===== src/common/ctm_cfg.svh =====
`ifndef CTM_CFG_SVH
`define CTM_CFG_SVH
// register byte offsets on the bus
`define CTM_ADR_C0   8'h00
`define CTM_ADR_C1   8'h04
`define CTM_ADR_DL   8'h08
`define CTM_ADR_DH   8'h0c
`define CTM_ADR_AL   8'h10
`define CTM_ADR_AH   8'h14
// control zero fields
`define CTM_C0_PAU   7
`define CTM_C0_CK_H  6
`define CTM_C0_CK_L  4
`define CTM_C0_ON    3
`define CTM_C0_RP_H  2
`define CTM_C0_RP_L  0
// control one fields
`define CTM_C1_M_H   7
`define CTM_C1_M_L   6
`define CTM_C1_IO_H  5
`define CTM_C1_IO_L  4
`define CTM_C1_OC    3
`define CTM_C1_POL   2
`define CTM_C1_DPX   1
`define CTM_C1_CCLR  0
// reset values
`define CTM_CTL_RST  8'h00
`define CTM_CNT_RST  10'h000
// prescaler terminal counts
`define CTM_DIV_SYS4 2'h3
`define CTM_DIV_H16  4'hf
`define CTM_DIV_H64  6'h3f
// period span with zero period value: 1024 clocks
`define CTM_P_FULL   11'h400
`endif


===== src/common/ctm_pkg.sv =====
package ctm_pkg;
  // operating mode field
  typedef enum logic [1:0] {
    CTM_MODE_CMP   = 2'h0,
    CTM_MODE_UNDEF = 2'h1,
    CTM_MODE_PWM   = 2'h2,
    CTM_MODE_TMR   = 2'h3
  } ctm_mode_e;
  // pin action field
  typedef enum logic [1:0] {
    CTM_IO_00 = 2'h0,
    CTM_IO_01 = 2'h1,
    CTM_IO_10 = 2'h2,
    CTM_IO_11 = 2'h3
  } ctm_io_e;
  // count clock select field
  typedef enum logic [2:0] {
    CTM_CK_SYS4 = 3'h0,
    CTM_CK_SYS  = 3'h1,
    CTM_CK_H16  = 3'h2,
    CTM_CK_H64  = 3'h3,
    CTM_CK_SUBA = 3'h4,
    CTM_CK_SUBB = 3'h5,
    CTM_CK_EXTR = 3'h6,
    CTM_CK_EXTF = 3'h7
  } ctm_clk_e;
endpackage


===== src/design/ctm_top.sv =====
// Added by the designer: register access over AHB-Lite and the placing of the registers.
`timescale 1ns/1ps
`include "ctm_cfg.svh"
// Behaviour
// - pause bit freezes counter, zero runs
// - pause keeps value, resumes counting from it
// - clock select picks the count clock
// - on rising clears counter, falling keeps value
// - counter off: no counting, dividers stopped
// - on rising loads pin initial level
// - period value matched against counter bits 9..7
// - zero period value: counter runs to overflow
// - mode field: compare, PWM, timer
// - compare mode pin action on A match
// - PWM mode: inactive, active or waveform
// - same requested level gives no visible change
// - level bit: initial level or PWM polarity
// - invert bit inverts the output pin
// - swap bit exchanges duty and period roles
// - clear source selects A or P/overflow
// - PWM mode ignores clear source, uses swap
// - timer mode leaves output pin undriven
// - counter read only, compare A read/write pair
// - low byte goes through an 8-bit buffer
// - clear-on-A outside PWM: no P flag
// - compare mode pin follows only A matches
// - duty at or above period: always active
module ctm_top (
  input  wire logic        hclk,
  input  wire logic        hresetn,
  input  wire logic        hsel,
  input  wire logic [31:0] haddr,
  input  wire logic [1:0]  htrans,
  input  wire logic        hwrite,
  input  wire logic [2:0]  hsize,
  input  wire logic [31:0] hwdata,
  input  wire logic        hready,
  output logic             hreadyout,
  output logic [31:0]      hrdata,
  output logic             hresp,
  input  wire logic        hi_clk_en,
  input  wire logic        sub_clk_en,
  input  wire logic        external_count_input,
  output logic             timer_output_pin,
  output logic             timer_output_pin_inverse,
  output logic             timer_output_pin_oe,
  output logic             compare_a_flag,
  output logic             compare_p_flag
);
  // bus side state
  logic        dp_q;       // data phase pending
  logic        dw_q;       // pending access is a write
  logic [7:0]  da_q;       // pending byte address
  logic        rdy_q;      // hreadyout
  logic [31:0] rdata_q;    // read data
  // control and data registers
  logic [7:0]  c0_q;       // timer_control_zero
  logic [7:0]  c1_q;       // timer_control_one
  logic [9:0]  cnt_q;      // counter
  logic [9:0]  cmpa_q;     // compare_a_value
  logic [7:0]  cnt_buf_q;  // counter low byte buffer
  logic [7:0]  cmpa_buf_q; // compare low byte buffer
  logic        on_prev_q;  // counter_on one cycle ago
  logic        out_q;      // internal output level before invert
  logic        pin_q;
  logic        pinb_q;
  logic        oe_q;
  logic        flag_a_q;
  logic        flag_p_q;

  // decode of the register fields
  logic        count_pause;
  logic [2:0]  count_clock_select;
  logic        counter_on;
  logic [2:0]  period_compare_value;
  ctm_pkg::ctm_mode_e operating_mode_select;
  ctm_pkg::ctm_io_e   pin_action_select;
  logic        output_level_control;
  logic        output_invert;
  logic        duty_period_swap;
  logic        clear_source_select;

  assign count_pause           = c0_q[`CTM_C0_PAU];
  assign count_clock_select    = c0_q[`CTM_C0_CK_H:`CTM_C0_CK_L];
  assign counter_on            = c0_q[`CTM_C0_ON];
  assign period_compare_value  = c0_q[`CTM_C0_RP_H:`CTM_C0_RP_L];
  assign operating_mode_select = ctm_pkg::ctm_mode_e'(c1_q[`CTM_C1_M_H:`CTM_C1_M_L]);
  assign pin_action_select     = ctm_pkg::ctm_io_e'(c1_q[`CTM_C1_IO_H:`CTM_C1_IO_L]);
  assign output_level_control  = c1_q[`CTM_C1_OC];
  assign output_invert         = c1_q[`CTM_C1_POL];
  assign duty_period_swap      = c1_q[`CTM_C1_DPX];
  assign clear_source_select   = c1_q[`CTM_C1_CCLR];

  // mode flags; the undefined code behaves as timer mode
  logic mode_cmp;
  logic mode_pwm;
  logic pin_used;
  assign mode_cmp = (operating_mode_select == ctm_pkg::CTM_MODE_CMP);
  assign mode_pwm = (operating_mode_select == ctm_pkg::CTM_MODE_PWM);
  assign pin_used = mode_cmp | mode_pwm;

  // bus decode
  logic addr_take;
  logic wr_do;
  logic rd_do;
  assign addr_take = hsel & hready & htrans[1];
  assign wr_do     = dp_q & dw_q;
  assign rd_do     = dp_q & ~dw_q & ~rdy_q;

  logic wr_c0;
  logic wr_c1;
  logic wr_al;
  logic wr_ah;
  logic rd_dh;
  logic rd_ah;
  assign wr_c0 = wr_do & (da_q == `CTM_ADR_C0);
  assign wr_c1 = wr_do & (da_q == `CTM_ADR_C1);
  assign wr_al = wr_do & (da_q == `CTM_ADR_AL);
  assign wr_ah = wr_do & (da_q == `CTM_ADR_AH);
  assign rd_dh = rd_do & (da_q == `CTM_ADR_DH);
  assign rd_ah = rd_do & (da_q == `CTM_ADR_AH);

  // read mux; low bytes come from the buffers
  logic [31:0] rd_mux;
  assign rd_mux = (da_q == `CTM_ADR_C0) ? {24'h000000, c0_q} :
                  (da_q == `CTM_ADR_C1) ? {24'h000000, c1_q} :
                  (da_q == `CTM_ADR_DL) ? {24'h000000, cnt_buf_q} :
                  (da_q == `CTM_ADR_DH) ? {30'h00000000, cnt_q[9:8]} :
                  (da_q == `CTM_ADR_AL) ? {24'h000000, cmpa_buf_q} :
                  (da_q == `CTM_ADR_AH) ? {30'h00000000, cmpa_q[9:8]} :
                  32'h00000000;

  // bus handshake: writes take no wait, reads take one
  always_ff @(posedge hclk or negedge hresetn) begin
    if (!hresetn) begin
      dp_q  <= 1'b0;
      dw_q  <= 1'b0;
      da_q  <= 8'h00;
      rdy_q <= 1'b1;
    end else begin
      dp_q  <= addr_take | (dp_q & ~rdy_q);
      rdy_q <= ~(addr_take & ~hwrite);
      if (addr_take) begin
        dw_q <= hwrite;
        da_q <= haddr[7:0];
      end
    end
  end

  // read data register, held between reads
  always_ff @(posedge hclk or negedge hresetn) begin
    if (!hresetn) begin
      rdata_q <= 32'h00000000;
    end else if (rd_do) begin
      rdata_q <= rd_mux;
    end
  end

  // control registers, written whole
  always_ff @(posedge hclk or negedge hresetn) begin
    if (!hresetn) begin
      c0_q      <= `CTM_CTL_RST;
      c1_q      <= `CTM_CTL_RST;
      on_prev_q <= 1'b0;
    end else begin
      on_prev_q <= counter_on;
      if (wr_c0) begin
        c0_q <= hwdata[7:0];
      end
      if (wr_c1) begin
        c1_q <= hwdata[7:0];
      end
    end
  end

  // byte pair buffers and compare register
  always_ff @(posedge hclk or negedge hresetn) begin
    if (!hresetn) begin
      cnt_buf_q  <= 8'h00;
      cmpa_buf_q <= 8'h00;
      cmpa_q     <= `CTM_CNT_RST;
    end else begin
      if (rd_dh) begin
        cnt_buf_q <= cnt_q[7:0];
      end
      // low write lands in the buffer only
      if (wr_al) begin
        cmpa_buf_q <= hwdata[7:0];
      end else if (rd_ah) begin
        cmpa_buf_q <= cmpa_q[7:0];
      end
      // high write commits both bytes at once
      if (wr_ah) begin
        cmpa_q <= {hwdata[1:0], cmpa_buf_q};
      end
    end
  end

  // count clock
  logic ext_rise;
  logic ext_fall;
  logic tick;
  logic run;
  assign run = counter_on & ~count_pause;

  ctm_edge u_edge (
    .hclk    (hclk),
    .hresetn (hresetn),
    .pin_in  (external_count_input),
    .rise    (ext_rise),
    .fall    (ext_fall)
  );

  ctm_prescale u_prescale (
    .hclk     (hclk),
    .hresetn  (hresetn),
    .run      (run),
    .off      (~counter_on),
    .sel      (count_clock_select),
    .hi_en    (hi_clk_en),
    .sub_en   (sub_clk_en),
    .ext_rise (ext_rise),
    .ext_fall (ext_fall),
    .tick     (tick)
  );

  // comparators look at the value the counter is about to take
  logic        on_rise;
  logic [10:0] nxt;
  logic        a_hit;
  logic        p_hit;
  logic        clr;
  logic        p_flag_d;
  assign on_rise = counter_on & ~on_prev_q;
  assign nxt     = {1'b0, cnt_q} + 11'h001;
  // zero compare A never matches; the counter wraps instead
  assign a_hit   = tick & (cmpa_q != 10'h000) & (nxt[9:0] == cmpa_q);
  // top three bits against the period value, zero means overflow
  assign p_hit   = tick & ((period_compare_value == 3'h0) ? nxt[10] :
                   ((nxt[9:7] == period_compare_value) & (nxt[6:0] == 7'h00)));
  // clear source; PWM uses the swap bit instead
  assign clr     = mode_pwm ? (duty_period_swap ? a_hit : p_hit) :
                   (clear_source_select ? a_hit : p_hit);
  // clear-on-A outside PWM suppresses the P flag
  assign p_flag_d = p_hit & (mode_pwm | ~clear_source_select);

  // counter; on rising wins over a tick
  always_ff @(posedge hclk or negedge hresetn) begin
    if (!hresetn) begin
      cnt_q <= `CTM_CNT_RST;
    end else if (on_rise) begin
      cnt_q <= `CTM_CNT_RST;
    end else if (tick) begin
      cnt_q <= clr ? `CTM_CNT_RST : nxt[9:0];
    end
  end

  // PWM duty and period spans
  logic [10:0] rp_span;
  logic [10:0] period;
  logic [10:0] duty;
  logic        pwm_act;
  assign rp_span = (period_compare_value == 3'h0) ? `CTM_P_FULL :
                   {1'b0, period_compare_value, 7'h00};
  assign period  = duty_period_swap ? {1'b0, cmpa_q} : rp_span;
  assign duty    = duty_period_swap ? rp_span : {1'b0, cmpa_q};
  // full duty when duty reaches the period
  assign pwm_act = (duty >= period) | ({1'b0, cnt_q} < duty);

  // output level; the level bit is initial level or active level
  logic out_d;
  always_comb begin
    out_d = out_q;
    if (on_rise & pin_used) begin
      out_d = output_level_control;
    end else if (mode_cmp & a_hit) begin
      // only A matches move the pin; equal level shows nothing
      unique case (pin_action_select)
        ctm_pkg::CTM_IO_00: out_d = out_q;
        ctm_pkg::CTM_IO_01: out_d = 1'b0;
        ctm_pkg::CTM_IO_10: out_d = 1'b1;
        ctm_pkg::CTM_IO_11: out_d = ~out_q;
      endcase
    end else if (mode_pwm) begin
      // changing this while running glitches the pin; software stops first
      unique case (pin_action_select)
        ctm_pkg::CTM_IO_00: out_d = ~output_level_control;
        ctm_pkg::CTM_IO_01: out_d = output_level_control;
        ctm_pkg::CTM_IO_10: out_d = pwm_act ? output_level_control
                                            : ~output_level_control;
        ctm_pkg::CTM_IO_11: out_d = out_q;
      endcase
    end
  end

  // pins and flags, all registered
  always_ff @(posedge hclk or negedge hresetn) begin
    if (!hresetn) begin
      out_q    <= 1'b0;
      pin_q    <= 1'b0;
      pinb_q   <= 1'b1;
      oe_q     <= 1'b0;
      flag_a_q <= 1'b0;
      flag_p_q <= 1'b0;
    end else begin
      out_q    <= out_d;
      // timer mode releases the pin
      oe_q     <= pin_used;
      pin_q    <= pin_used & (out_q ^ output_invert);
      pinb_q   <= ~(pin_used & (out_q ^ output_invert));
      flag_a_q <= a_hit;
      flag_p_q <= p_flag_d;
    end
  end

  assign hreadyout                = rdy_q;
  assign hrdata                   = rdata_q;
  assign hresp                    = 1'b0;
  assign timer_output_pin         = pin_q;
  assign timer_output_pin_inverse = pinb_q;
  assign timer_output_pin_oe      = oe_q;
  assign compare_a_flag           = flag_a_q;
  assign compare_p_flag           = flag_p_q;
endmodule // ctm_top


===== src/design/ctm_edge.sv =====
`timescale 1ns/1ps
// synchroniser and edge detector for the external count pin
module ctm_edge (
  input  wire logic hclk,
  input  wire logic hresetn,
  input  wire logic pin_in,
  output logic      rise,
  output logic      fall
);
  logic s1_q;  // first stage, read only by s2_q
  logic s2_q;  // settled level
  logic s3_q;  // previous settled level

  // three flops: two to settle, one for the edge
  always_ff @(posedge hclk or negedge hresetn) begin
    if (!hresetn) begin
      s1_q <= 1'b0;
      s2_q <= 1'b0;
      s3_q <= 1'b0;
    end else begin
      s1_q <= pin_in;
      s2_q <= s1_q;
      s3_q <= s2_q;
    end
  end

  // edges seen only past the settled stage
  assign rise = s2_q & ~s3_q;
  assign fall = ~s2_q & s3_q;
endmodule // ctm_edge


===== src/design/ctm_prescale.sv =====
`timescale 1ns/1ps
`include "ctm_cfg.svh"
// count clock selection; every rate is an enable pulse on hclk
module ctm_prescale (
  input  wire logic       hclk,
  input  wire logic       hresetn,
  input  wire logic       run,
  input  wire logic       off,
  input  wire logic [2:0] sel,
  input  wire logic       hi_en,
  input  wire logic       sub_en,
  input  wire logic       ext_rise,
  input  wire logic       ext_fall,
  output logic            tick
);
  logic [1:0] sys_cnt_q;  // system clock divide by four
  logic [5:0] hi_cnt_q;   // high clock divide by 16 and 64
  logic       sys_wrap;
  logic       h16_wrap;
  logic       h64_wrap;

  assign sys_wrap = (sys_cnt_q == `CTM_DIV_SYS4);
  assign h16_wrap = hi_en & (hi_cnt_q[3:0] == `CTM_DIV_H16);
  assign h64_wrap = hi_en & (hi_cnt_q == `CTM_DIV_H64);

  // dividers held cleared while the timer is off, to save power
  always_ff @(posedge hclk or negedge hresetn) begin
    if (!hresetn) begin
      sys_cnt_q <= 2'h0;
      hi_cnt_q  <= 6'h00;
    end else if (off) begin
      sys_cnt_q <= 2'h0;
      hi_cnt_q  <= 6'h00;
    end else if (run) begin
      sys_cnt_q <= sys_cnt_q + 2'h1;
      if (hi_en) begin
        hi_cnt_q <= hi_cnt_q + 6'h01;
      end
    end
  end

  // source select, gated by run
  always_comb begin
    unique case (ctm_pkg::ctm_clk_e'(sel))
      ctm_pkg::CTM_CK_SYS4: tick = run & sys_wrap;
      ctm_pkg::CTM_CK_SYS:  tick = run;
      ctm_pkg::CTM_CK_H16:  tick = run & h16_wrap;
      ctm_pkg::CTM_CK_H64:  tick = run & h64_wrap;
      ctm_pkg::CTM_CK_SUBA: tick = run & sub_en;
      ctm_pkg::CTM_CK_SUBB: tick = run & sub_en;
      ctm_pkg::CTM_CK_EXTR: tick = run & ext_rise;
      ctm_pkg::CTM_CK_EXTF: tick = run & ext_fall;
    endcase
  end
endmodule // ctm_prescale


===== config.mk =====
export PLATFORM = sky130hd
export DESIGN_NAME = ctm_top
export DESIGN_NICKNAME = d
export VERILOG_FILES = /design/src/common/ctm_pkg.sv /design/src/design/ctm_top.sv /design/src/design/ctm_edge.sv /design/src/design/ctm_prescale.sv
export VERILOG_INCLUDE_DIRS = /design/src /design/src/common
export SDC_FILE = /design/constraint.sdc
export NUM_CORES = 1
export LEC_CHECK = 0
export ABC_AREA = 1
export BUFFER_PORTS_ARGS = -buffer_cell sky130_fd_sc_hd__buf_2
export CAP_MARGIN = 30
export CORE_UTILIZATION = 59
export DETAILED_ROUTE_END_ITERATION = 6
export PLACE_DENSITY = 0.94
export SLEW_MARGIN = 15
export SYNTH_ARGS = -nofsm -noshare
export SYNTH_HDL_FRONTEND = slang
export SYNTH_HIERARCHICAL = 1
export SYNTH_SLANG_ARGS = --single-unit

===== constraint.sdc =====
create_clock -name hclk -period 4.5 [get_ports hclk]
set_clock_uncertainty 0.05 [all_clocks]
set_input_delay 0.45 -clock hclk [delete_from_list [all_inputs] [get_ports hclk]]
set_output_delay 0.45 -clock hclk [all_outputs]
set_load 0.02 [all_outputs]

==> results.md, run 1 <==
| Parameter | This run | Unit |
|---|---|---|
| Result of the run | finished clean | - |
| Setup-violating endpoint count in the final report | 0 | - |
| Die outline area | 9130 | sq um |
| Power share of the combinational group | 7.9 | % |
| Pin count of the biggest net entering global routing | 63 | - |
| Utilization after layout | 67.1 | % |
| Number of antenna violations at the first check in global routing | 0 | - |
| Clock-pin slew on the worst setup and hold paths | 0.10 | ns |
| Cell area power density | 274 | nW/um^2 |
| Num ports | 116 | - |
| Cell types with the highest counts after synthesis | 188 x sky130_fd_sc_hd__nand2_1, 88 x sky130_fd_sc_hd__inv_1, 87 x sky130_fd_sc_hd__dfrtp_1, 58 x sky130_fd_sc_hd__nor2_1, 56 x sky130_fd_sc_hd__o21ai_0 | - |
| Slew headroom | 56.2 | % |
| Switching power | 0.000407 | W |
| Required time at the endpoint of the critical path | 4.69 | ns |
| Maximum vdd drop | 0.227 | mV |
| Worst-margin pin slew | 0.655 | ns |
| Final Slew Violations | 0 | - |
| Initial DRT Pass Iterations | 5 | - |
| Kind of critical path | register to register | - |
| Root Driver | sky130_fd_sc_hd__clkbuf_8 | - |
| Int Power | 0.00113 | W |
| Placeable core area | 8340 | sq um |
| Data arrival, critical path | 2.89 | ns |
| Post-CTS Setup Repair Bufs | 0 | - |
| Startpoint type of the worst setup path | register | - |
| Final-layout setup total negative slack | 0 | ns |
| Fin Hold WS | 0.134 | ns |
| Detailed-route wire length per cell | 14.9 | um |
| Total of cells resized after clock tree synthesis | 0 | - |
| Hold/Removal Path Class | input port to register | - |
| Ant. Diodes | 0 | - |
| Worst-case clock buffer depth | 2 | - |
| Post-Place Cell Area | 5370 | sq um |
| Fraction of the yosys area taken by sequential cells | 43.2 | % |
| Ys async rst share | 100 | % |
| Met1 routing resource usage after global routing | 38.9 | % |
| Via count | 4679 | - |
| Setup repair after global routing missed its margin | no | - |
| Flop and latch count out of synthesis | 89 | - |
| CTS Hold Bufs | 1 | - |
| Final GP Congestion | 0.993 | - |
| Die W | 95.6 | um |
| Number of nets in the layout | 814 | - |
| Global-route wire length before repair | 20400 | um |
| Final routed DRC violation total | 0 | - |
| Count of max-cap constraint violations | 0 | - |
| Proportion of layout cells with a drive suffix above 1 | 11.6 | % |
| Met2 capacity usage during global routing | 47.4 | % |
| Distinct cell type count after synthesis | 42 | - |
| Area overhead of the layout relative to synthesis | 8.31 | % |
| Post-synth top flop | sky130_fd_sc_hd__dfrtp_1 | - |
| DRC violation total after the first TritonRoute iteration | 468 | - |
| Source-to-sink clock delay at the later pin of the worst-skew pair | 0.37 | ns |
| Peak clock frequency supported by timing | 369 | MHz |
| Endpoint class of the critical path | register | - |
| Clock sink total | 89 | - |
| Initial Utilization | 61.9 | % |
| Minimum period implied by the final worst setup slack | 2.71 | ns |
| Hpwl dp | 9290 | um |
| Ranking of synthesized cells by area | sky130_fd_sc_hd__dfrtp_1 42%, sky130_fd_sc_hd__nand2_1 14%, sky130_fd_sc_hd__inv_1 6.4% | - |
| Vertical die dimension | 95.6 | um |
| Summed area of non-filler cells in the final layout | 5590 | sq um |
| Final worst path period share | 60.2 | % |
| Leakage power | 2.91 | nW |
| Switching part of the total power | 26.5 | % |
| Gr busiest metal | met2 | - |
| Total of warnings raised by yosys | 6 | - |
| Cells after synthesis | 677 | - |
| Overall fraction of global-route tracks in use | 29.5 | % |
| Netlist area before placement | 5160 | sq um |
| Setup slack of the most critical reg-to-reg path | 1.79 | ns |
| Final WL | 12300 | um |
| Filler cells | 668 | - |
| Htree depth | 3 | - |
| Top fanout value on the critical path | 10 | - |
| TritonCTS clock tree | yes | - |
| Number of global-route vias before repair | 4375 | - |
| Core Rows | 33 | - |
| Met3 track utilization from global routing | 5.66 | % |
| Most numerous cell in the Yosys netlist | sky130_fd_sc_hd__nand2_1 | - |
| Post-synthesis cell type with the largest combined area | sky130_fd_sc_hd__dfrtp_1 | - |
| Avg Cell Area, Syn | 7.63 | sq um |
| Number of vias per cell | 5.64 | - |
| Count of buffers from port buffering | 38 | - |
| Proportion of power drawn by the clock network | 37.2 | % |
| Total gr overflow | 0 | - |
| Top-area cell type share of the netlist area | 42.2 | % |
| Number of antenna-violating nets in the routed design | 0 | - |
| Final Hold Violating Endpoints | 0 | - |
| Number of enable-type register cells in the synthesized netlist | 0 | - |
| Number of CTS-inserted buffers | 9 | - |
| Portion of total power attributed to sequential cells | 54.9 | % |
final cells by class:
cell class | instances | area [sq um] | share of cell area, %
repair buffers | 41 | 238 | 4.25
multi-input cells | 486 | 2450 | 43.7
flip-flops and latches | 89 | 2230 | 39.9
inverters | 92 | 345 | 6.17
clock buffers | 10 | 128 | 2.28
well taps | 105 | 131 | 2.35
clock inverters | 6 | 75.1 | 1.34
per-stage QoR:
stage | total power [W] | std cells | worst slack [ns]
floorplan | 0.000942 | 701 | 2.36
global placement | 0.000969 | 810 | 1.90
detailed placement | 0.000979 | 811 | 1.85
CTS | 0.00155 | 828 | 1.83
global route | 0.00158 | 829 | 1.54
finish | 0.00153 | 829 | 1.79
placed cells by master, fill, tap and decap left out, drive strengths merged, types with 2 or more instances in the layout:
cell,synthesis,routed
nor2,61,61
nor3,3,3
o21ai,67,67
mux2,4,4
o2111ai,4,4
nand3b,3,3
dfrtp,87,87
nand4,9,9
clkbuf,8,10
nand3,51,51
clkinv,1,3
a221oi,4,4
nand2,195,195
inv,91,93
conb,1,25
buf,26,40
a2bb2oi,3,3
xor2,3,3
dfstp,2,2
a21oi,23,23
o221ai,8,8
ha,18,18
cells by family after synthesis:
logic type	after synthesis	share of synthesized area [%]
buffers and inverters	126	11.2
AND/OR/NAND/NOR	325	27.3
flip-flops	89	43.2
adder cells (fa/ha/maj)	18	4.36
AO/OA/AOI/OAI	110	12.2
multiplexers	4	0.872
XOR/XNOR	4	0.824
other	1	0.0726
path summary, 6_finish.rpt:
kind / from / to / cells past startpoint
setup reg to reg: u_prescale/hi_cnt_q[0] / cnt_q[8] / 17
hold / removal: external_count_input / u_edge/s1_q / 1
max in group asynchronous: hresetn / timer_output_pin_inverse / 3
setup / recovery: u_prescale/hi_cnt_q[0] / cnt_q[8] / 17
hold reg to reg: u_edge/s1_q / u_edge/s2_q / 0
min in group asynchronous: hresetn / cnt_q[3] / 2
power groups by stage:
stage	Clock (W)	Combinational (W)	Sequential, W
floorplan	0	0.0000809	0.000861
global placement	0	0.000113	0.000856
detailed placement	0	0.000121	0.000858
CTS	0.000582	0.000122	0.000842
global route	0.000602	0.000138	0.000845
finish	0.000570	0.000121	0.000842
sequential cells by signal, indices dropped and copies added (netlist names), 2 cells and up:
| signal | flops |
|---|---|
| cmpa_q | 10 |
| cnt_q | 10 |
| c0_q | 8 |
| c1_q | 8 |
| cmpa_buf_q | 8 |
| cnt_buf_q | 8 |
| da_q | 8 |
| hrdata | 8 |
| u_prescale/hi_cnt_q | 6 |
| u_prescale/sys_cnt_q | 2 |
critical path: stages (launching register included):
cell and delay [ns]:
sky130_fd_sc_hd__dfrtp_1 0.40, sky130_fd_sc_hd__ha_1 0.20, sky130_fd_sc_hd__nand2_2 0.08, sky130_fd_sc_hd__nor2_4 0.11, sky130_fd_sc_hd__nand3_2 0.06, sky130_fd_sc_hd__nand2_1 0.06, sky130_fd_sc_hd__nand2_1 0.07, sky130_fd_sc_hd__a21oi_2 0.26
sky130_fd_sc_hd__nand3_1 0.11, sky130_fd_sc_hd__nor2_1 0.11, sky130_fd_sc_hd__nand3b_1 0.08, sky130_fd_sc_hd__nor2_1 0.14, sky130_fd_sc_hd__nand3_1 0.14, sky130_fd_sc_hd__nor2_2 0.19, sky130_fd_sc_hd__and2_4 0.19, sky130_fd_sc_hd__nand2_4 0.10
sky130_fd_sc_hd__nand3_1 0.12, sky130_fd_sc_hd__o21ai_0 0.09
layer usage:
metal	vias to the layer above	part of all wire (%)
met5	-	0
met4	0	3.3
met3	37	7.4
met2	228	49
met1	2192	41
li1	2222	-
No activity file was read; power rests on OpenSTA's default activity.
==> run 2, diff against run 1 <==
Settings changed: ABC_AREA 1 to 0, CORE_UTILIZATION 59 to 55, PLACE_DENSITY 0.94 to 0.89.
Clock period 4.5 ns to 2.7 ns, I/O delays scaled along.
==> run 2 against run 1 <==
Effect of this change: the run now ends with negative setup slack left; power grew to 2.5 times the previous value; hold slack lost 0.079 ns; combinational power grew to 9.8 times the previous value; synthesized cell count fell by 22%; synthesized area up 1.9%; clock power increased by 68%; non-clock buffer count increased by 56; largest power group unchanged; critical path depth is 7 lower; setup slack worse by 2.1 ns; core utilization decreased by 0.87 points; critical path type unchanged; sequential power is 100% higher.
==> results.md, run 2 <==
| Parameter | This run | Unit | vs previous |
|---|---|---|---|
| Filler cells | 686 | - | was 668 |
| Total power consumption of the routed design | 0.00384 | W | was 0.00153 W |
| Slew headroom | 49.8 | % | was 56.2% |
| Final worst path period share | 111 | % | was 60.2% |
| Area overhead of the layout relative to synthesis | 16.2 | % | was 8.31% |
| Count of max-cap constraint violations | 0 | - | unchanged |
| Source-to-sink clock delay at the later pin of the worst-skew pair | 0.37 | ns | about the same |
| Num ports | 116 | - | unchanged |
| Netlist area before placement | 5270 | sq um | was 5160 sq um |
| Setup repair after global routing missed its margin | yes | - | was no |
| Required time at the endpoint of the critical path | 2.93 | ns | was 4.69 ns |
| Kind of critical path | register to register | - | unchanged |
| Setup-violating endpoint count in the final report | 11 | - | was 0 |
| Number of global-route vias before repair | 4482 | - | was 4375 |
| Core Rows | 35 | - | was 33 |
| Peak clock frequency supported by timing | 333 | MHz | was 369 MHz |
| Violations in the final reports | negative setup slack | - |  |
| Post-synth top flop | sky130_fd_sc_hd__dfrtp_1 | - | unchanged |
| Minimum period implied by the final worst setup slack | 3.00 | ns | was 2.71 ns |
| Switching part of the total power | 35.6 | % | was 26.5% |
| Power share of the combinational group | 31.0 | % | was 7.9% |
| Overall fraction of global-route tracks in use | 29.0 | % | was 29.5% |
| Vertical die dimension | 99.8 | um | was 95.6 um |
| Proportion of power drawn by the clock network | 25.0 | % | was 37.2% |
| Distinct cell type count after synthesis | 68 | - | was 42 |
| Count of buffers from port buffering | 38 | - | unchanged |
| DRC violation total after the first TritonRoute iteration | 407 | - | was 468 |
| Clock sink total | 89 | - | unchanged |
| Result of the run | finished, violations left | - | was finished clean |
| Fin cells | 740 | - | was 829 |
| Clock-pin slew on the worst setup and hold paths | 0.09 | ns | was 0.10 ns |
| Initial DRT Pass Iterations | 5 | - | unchanged |
| Cell type group with the largest total delay on the critical path | compound AO/OA/AOI/OAI gates | - | was simple AND/OR/NAND/NOR gates |
| Htree depth | 3 | - | unchanged |
| Maximum vdd drop | 0.448 | mV | was 0.227 mV |
| Number of antenna violations at the first check in global routing | 0 | - | unchanged |
| Worst-case clock buffer depth | 2 | - | unchanged |
| Post-placement cell count | 719 | - | was 811 |
| Post-route setup slack | -0.300 | ns | was 1.79 ns |
| Final Hold Violating Endpoints | 0 | - | unchanged |
| Number of vias per cell | 6.10 | - | was 5.64 |
| Total of warnings raised by yosys | 6 | - | unchanged |
| Cells after synthesis | 530 | - | was 677 |
| Die W | 99.8 | um | was 95.6 um |
| Delay of the slowest cell on the worst path | 0.45 | ns | was 0.40 ns |
| Initial Utilization | 57.0 | % | was 61.9% |
| Pin count of the biggest net entering global routing | 59 | - | was 63 |
| Number of nets in the layout | 701 | - | was 814 |
| Top-area cell type share of the netlist area | 41.3 | % | was 42.2% |
| Proportion of layout cells with a drive suffix above 1 | 29.6 | % | was 11.6% |
| Post-synthesis cell type with the largest combined area | sky130_fd_sc_hd__dfrtp_1 | - | unchanged |
| Number of antenna-violating nets in the routed design | 0 | - | unchanged |
| Startpoint type of the worst setup path | register | - | unchanged |
| Ys async rst share | 100 | % | unchanged |
| Top fanout value on the critical path | 4 | - | was 10 |
| Hold/Removal Path Class | input port to register | - | unchanged |
| Root Driver | sky130_fd_sc_hd__clkbuf_8 | - | unchanged |
| Via count | 4513 | - | was 4679 |
| Worst-margin pin slew | 0.753 | ns | was 0.655 ns |
| Number of CTS-inserted buffers | 9 | - | unchanged |
| Global-route wire length before repair | 22300 | um | was 20400 um |
| Die outline area | 9970 | sq um | was 9130 sq um |
| Fraction of the yosys area taken by sequential cells | 42.3 | % | was 43.2% |
| Total gr overflow | 0 | - | unchanged |
| Hpwl dp | 9880 | um | was 9290 um |
| Leakage power | 2.74 | nW | was 2.91 nW |
| Ant. Diodes | 0 | - | unchanged |
| Most common cell after layout, fill and taps aside | sky130_fd_sc_hd__dfrtp_1 | - | was sky130_fd_sc_hd__nand2_1 |
| Flop and latch count out of synthesis | 89 | - | unchanged |
| Sum of buffers and inverters on the critical path | 1 | - | was 0 |
| Data arrival, critical path | 3.23 | ns | was 2.89 ns |
| Cell types with the highest counts after synthesis | 87 x sky130_fd_sc_hd__dfrtp_1, 41 x sky130_fd_sc_hd__mux2_2, 38 x sky130_fd_sc_hd__nand2_1, 30 x sky130_fd_sc_hd__nor2_1, 29 x sky130_fd_sc_hd__buf_4 | - | was 188 x sky130_fd_sc_hd__nand2_1, 88 x sky130_fd_sc_hd__inv_1, 87 x sky130_fd_sc_hd__dfrtp_1, 58 x sky130_fd_sc_hd__nor2_1, 56 x sky130_fd_sc_hd__o21ai_0 |
| Slowest CP cell | sky130_fd_sc_hd__dfrtp_1 | - | unchanged |
| Portion of total power attributed to sequential cells | 43.9 | % | was 54.9% |
| Final Slew Violations | 0 | - | unchanged |
| Avg Cell Area, Syn | 9.93 | sq um | was 7.63 sq um |
| Int Power | 0.00247 | W | was 0.00113 W |
| Number of enable-type register cells in the synthesized netlist | 0 | - | unchanged |
| Commonest cells after routing, fill and taps aside | 86 x sky130_fd_sc_hd__dfrtp_1, 55 x sky130_fd_sc_hd__buf_4, 41 x sky130_fd_sc_hd__mux2_2, 38 x sky130_fd_sc_hd__nand2_1, 37 x sky130_fd_sc_hd__buf_2 | - | was 188 x sky130_fd_sc_hd__nand2_1, 88 x sky130_fd_sc_hd__inv_1, 87 x sky130_fd_sc_hd__dfrtp_1, 58 x sky130_fd_sc_hd__nor2_1, 56 x sky130_fd_sc_hd__o21ai_0 |
| Most numerous cell in the Yosys netlist | sky130_fd_sc_hd__dfrtp_1 | - | was sky130_fd_sc_hd__nand2_1 |
| Final GP Congestion | 0.961 | - | was 0.993 |
| Final WL | 13500 | um | was 12300 um |
| Top flop regs | cmpa_q (10), cnt_q (10) | - | unchanged |
| Cell area power density | 627 | nW/um^2 | was 274 nW/um^2 |
| Endpoint class of the critical path | register | - | unchanged |
| Ranking of synthesized cells by area | sky130_fd_sc_hd__dfrtp_1 41%, sky130_fd_sc_hd__mux2_2 8.8%, sky130_fd_sc_hd__ha_1 4.3% | - | was sky130_fd_sc_hd__dfrtp_1 42%, sky130_fd_sc_hd__nand2_1 14%, sky130_fd_sc_hd__inv_1 6.4% |
| Worst-case setup slack after placement | -0.176 | ns | was 1.85 ns |
| Detailed-route wire length per cell | 18.2 | um | was 14.9 um |
| Placeable core area | 9240 | sq um | was 8340 sq um |
| Critical Path, Cell by Cell | ha_1, xor2_1, a2111oi_4, o211ai_1, a2111oi_2, buf_4, nand4_1, o31ai_2, nor3b_1, nor3_1 | - | was ha_1, nand2_2, nor2_4, nand3_2, nand2_1, nand2_1, a21oi_2, nand3_1, nor2_1, nand3b_1, nor2_1, nand3_1, nor2_2, and2_4, nand2_4, nand3_1, o21ai_0 |
| Switching power | 0.00137 | W | was 0.000407 W |
| Final routed DRC violation total | 0 | - | unchanged |
| TritonCTS clock tree | yes | - | unchanged |
-- run 2: timing repair --
item                                    CTS  global route
endpoints found under the hold margin    57             0
setup buffers                             3             0
resized for setup                        12             7
cloned                                    1             0
hold buffers                              2             0
endpoints found under the setup margin   11            16
pin swaps                                 4             5
-- run 2: path summary, 6_finish.rpt --
check	startpoint	end	slack (ns)	cells after the start
min reg2reg	u_edge/s1_q	u_edge/s2_q	0.31	0
max in group asynchronous	hresetn	hreadyout	1.38	3
max reg2reg	cnt_q[0]	out_q	-0.30	10
max	cnt_q[0]	out_q	-0.30	10
min in group asynchronous	hresetn	cnt_q[8]	0.45	2
min	hwrite	hreadyout	0.06	2
-- run 2: cells by family (layout without fill, tap and decap cells) --
kind of cell | after synthesis | in the layout | share of synthesized area, %
AO/OA/AOI/OAI | 111 | 111 | 14.8
flip-flops | 89 | 89 | 42.3
adder cells (fa/ha/maj) | 18 | 18 | 4.28
XOR/XNOR | 13 | 13 | 2.16
multiplexers | 58 | 58 | 12.0
buffers and inverters | 75 | 132 | 7.87
AND/OR/NAND/NOR | 165 | 165 | 16.5
other | 1 | 25 | 0.0712
-- run 2: per-layer routing --
layer	GRT usage, %	wire length, um	share of wire [%]
met2	50.3	6750	50
met1	35.9	5440	40
met4	13.5	464	3.4
met3	3.97	803	6.0
met5	0	0	0
-- run 2: stage by stage --
step	util, %	instance area, sq um	hold WS [ns]	setup TNS [ns]
floorplan	-	5370	-0.0756	-0.00187
CTS	66.0	6100	0.0449	-0.801
finish	66.2	6120	0.0553	-0.840
global route	66.2	6120	0.0421	-3.03
global placement	62.7	5790	0.288	-0.331
detailed placement	62.7	5790	0.292	-0.920
-- run 2: power by group through the flow --
| stage | logic [W] | registers, W | clock network (W) |
|---|---|---|---|
| after global routing | 0.00130 | 0.00171 | 0.00102 |
| after floorplan | 0.000704 | 0.00169 | 0 |
| after detailed placement | 0.00111 | 0.00170 | 0 |
| after CTS | 0.00117 | 0.00168 | 0.000973 |
| final | 0.00119 | 0.00169 | 0.000960 |
| after global placement | 0.00105 | 0.00168 | 0 |
-- run 2: final cells by class --
class / count / area (sq um) / area share [%]
flip-flops and latches: 89 / 2230 / 36.5
clock inverters: 6 / 73.8 / 1.21
clock buffers: 10 / 128 / 2.09
multi-input cells: 390 / 2790 / 45.6
well taps: 129 / 161 / 2.64
inverters: 19 / 71.3 / 1.17
repair buffers: 97 / 661 / 10.8
==> run 3, diff against run 2 <==
Clock period 2.7 ns to 3.4 ns, I/O delays scaled along.
==> run 3 against run 2 <==
Effect of this change: the run ends with design-rule violations left; flip-flop and latch count did not move; cell area is 4.4% lower; power shrank 21%; maximum frequency is 4.3% lower; first-iteration DRC count grew 3.2%; register-to-register slack better by 0.56 ns; largest cell class unchanged; highest routed layer unchanged.
==> results.md, run 3 (synthesis gave the netlist of run 2 again) <==
| Parameter | This run | Unit | vs previous |
|---|---|---|---|
| Maximum vdd drop | 0.405 | mV | was 0.448 mV |
| Area overhead of the layout relative to synthesis | 11.1 | % | was 16.2% |
| Required time at the endpoint of the critical path | 3.62 | ns | was 2.93 ns |
| Number of nets in the layout | 672 | - | was 701 |
| Overall fraction of global-route tracks in use | 28.6 | % | was 29.0% |
| Count of max-cap constraint violations | 0 | - | unchanged |
| Cell area power density | 515 | nW/um^2 | was 627 nW/um^2 |
| Ant. Diodes | 0 | - | unchanged |
| Number of global-route vias before repair | 4412 | - | was 4482 |
| Clock-pin slew on the worst setup and hold paths | 0.09 | ns | about the same |
| Source-to-sink clock delay at the later pin of the worst-skew pair | 0.37 | ns | about the same |
| Die outline area | 9970 | sq um | unchanged |
| Clock sink total | 89 | - | unchanged |
| Total area of multi-input combinational cells | 2720 | sq um | was 2790 sq um |
| Detailed-route wire length per cell | 19.1 | um | was 18.2 um |
| Root Driver | sky130_fd_sc_hd__clkbuf_8 | - | unchanged |
| Hold/Removal Path Class | input port to register | - | unchanged |
| Slew headroom | 58.7 | % | was 49.8% |
| Top flop regs | cmpa_q (10), cnt_q (10) | - | unchanged |
| Number of vias per cell | 6.23 | - | was 6.10 |
| Endpoint class of the critical path | register | - | unchanged |
| Worst path most repeated cell | sky130_fd_sc_hd__a2111oi_2 | - |  |
| Final routed DRC violation total | 6 | - | was 0 |
| Delay of the slowest cell on the worst path | 0.40 | ns | was 0.45 ns |
| Final-layout setup total negative slack | 0 | ns | was -0.840 ns |
| Initial DRT Pass Iterations | 7 | - | was 5 |
| Data arrival, critical path | 3.35 | ns | was 3.23 ns |
| Setup slack of the most critical reg-to-reg path | 0.26 | ns | was -0.30 ns |
| Initial Utilization | 57.0 | % | unchanged |
| Final WL | 13600 | um | was 13500 um |
| Vertical die dimension | 99.8 | um | unchanged |
| Number of CTS-inserted buffers | 9 | - | unchanged |
| Number of antenna-violating nets in the routed design | 0 | - | unchanged |
| Number of antenna violations at the first check in global routing | 0 | - | unchanged |
| Utilization after layout | 63.3 | % | was 66.2% |
| TritonCTS clock tree | yes | - | unchanged |
| Setup-violating endpoint count in the final report | 0 | - | was 11 |
| Final worst path period share | 92.2 | % | was 111% |
| Slowest CP cell | sky130_fd_sc_hd__dfrtp_1 | - | unchanged |
| Via count | 4432 | - | was 4513 |
| Hpwl dp | 9680 | um | was 9880 um |
| Htree depth | 3 | - | unchanged |
| Num ports | 116 | - | unchanged |
| Core Rows | 35 | - | unchanged |
| Global-route wire length before repair | 22000 | um | was 22300 um |
| Minimum period implied by the final worst setup slack | 3.14 | ns | was 3.00 ns |
| Setup repair after global routing missed its margin | no | - | was yes |
| Final GP Congestion | 0.971 | - | was 0.961 |
| Most common cell after layout, fill and taps aside | sky130_fd_sc_hd__dfrtp_1 | - | unchanged |
| Violations in the final reports | design-rule violations | - | was negative setup slack |
| Peak clock frequency supported by timing | 319 | MHz | was 333 MHz |
| Leakage power | 2.62 | nW | was 2.74 nW |
| Final Hold Violating Endpoints | 0 | - | unchanged |
| Footprint of the flip-flops and latches | 2230 | sq um | about the same |
| Final Slew Violations | 0 | - | unchanged |
| Count of buffers from port buffering | 38 | - | unchanged |
| Worst-margin pin slew | 0.617 | ns | was 0.753 ns |
| Result of the run | finished, violations left | - | unchanged |
| Proportion of layout cells with a drive suffix above 1 | 24.2 | % | was 29.6% |
| Startpoint type of the worst setup path | register | - | unchanged |
| Total gr overflow | 0 | - | unchanged |
| Placeable core area | 9240 | sq um | unchanged |
| Die W | 99.8 | um | unchanged |
| Critical Path, Cell by Cell | and2b_2, mux2i_1, o21ai_0, o221a_2, inv_1, a2111oi_2, o211ai_1, a2111oi_2, buf_4, nand4_1, o31ai_2, nor3b_1, nor3_1 | - | was ha_1, xor2_1, a2111oi_4, o211ai_1, a2111oi_2, buf_4, nand4_1, o31ai_2, nor3b_1, nor3_1 |
| Worst-case clock buffer depth | 2 | - | unchanged |
| Commonest cells after routing, fill and taps aside | 87 x sky130_fd_sc_hd__dfrtp_1, 41 x sky130_fd_sc_hd__mux2_2, 38 x sky130_fd_sc_hd__nand2_1, 37 x sky130_fd_sc_hd__buf_2, 30 x sky130_fd_sc_hd__nor2_1 | - | was 86 x sky130_fd_sc_hd__dfrtp_1, 55 x sky130_fd_sc_hd__buf_4, 41 x sky130_fd_sc_hd__mux2_2, 38 x sky130_fd_sc_hd__nand2_1, 37 x sky130_fd_sc_hd__buf_2 |
| Kind of critical path | register to register | - | unchanged |
| DRC violation total after the first TritonRoute iteration | 420 | - | was 407 |
| Pin count of the biggest net entering global routing | 55 | - | was 59 |
| Top fanout value on the critical path | 4 | - | unchanged |
| Filler cells | 703 | - | was 686 |
run 3: path summary, 6_finish.rpt:
kind,start,end,cells after the start
max in group asynchronous,hresetn,cmpa_q[5],3
worst min-delay path,external_count_input,u_edge/s1_q,1
worst max-delay path,u_edge/s2_q,out_q,13
worst min register to register,u_edge/s1_q,u_edge/s2_q,0
min in group asynchronous,hresetn,compare_p_flag,2
worst max register to register,u_edge/s2_q,out_q,13
run 3: area by class of cell:
| type | count | share of cell area, % |
|---|---|---|
| multi-input cells | 390 | 46.5 |
| clock buffers | 9 | 2.12 |
| repair buffers | 68 | 7.53 |
| clock inverters | 7 | 1.71 |
| inverters | 19 | 1.22 |
| well taps | 129 | 2.76 |
| flip-flops and latches | 89 | 38.1 |
run 3: metal layers:
layer | part of all wire, % | GRT usage (%)
met1 | 39 | 34.8
met2 | 50 | 48.6
met3 | 7.0 | 6.06
met4 | 3.3 | 13.1
met5 | 0 | 0
run 3: where the power goes:
| part | switching, W | total (W) | internal (W) |
|---|---|---|---|
| clock network | 0.000444 | 0.000806 | 0.000362 |
| logic | 0.000487 | 0.000848 | 0.000361 |
| registers | 0.000159 | 0.00136 | 0.00120 |
| total | 0.00109 | 0.00301 | 0.00192 |
run 3: timing repair:
action / 4_1_cts / 5_1_grt
setup endpoints to repair: 1 / 7
buffers inserted: 0 / 5
pin swaps: 0 / 5
gates resized for setup: 1 / 1
hold endpoints to repair: 33 / 0
hold buffers: 1 / 0
run 3: critical path: cells and delay by family, from the launching register on:
kind,cells,cell delay [ns]
compound gates,6,1.49
simple gates,4,0.74
flops,1,0.40
buf+inv,2,0.29
mux,1,0.07
run 3: stage by stage:
stage          worst slack, ns  cells  area (sq um)  total power [W]  hold WS [ns]
2_1_floorplan            0.443    554          5360          0.00190      -0.00559
3_3_place_gp             0.167    688          5540          0.00209         0.285
3_5_place_dp            0.0340    689          5570          0.00215         0.287
4_1_cts                 0.0571    706          5810          0.00297        0.0222
5_1_grt                0.00550    711          5850          0.00314        0.0256
6_report                 0.264    711          5850          0.00301        0.0248
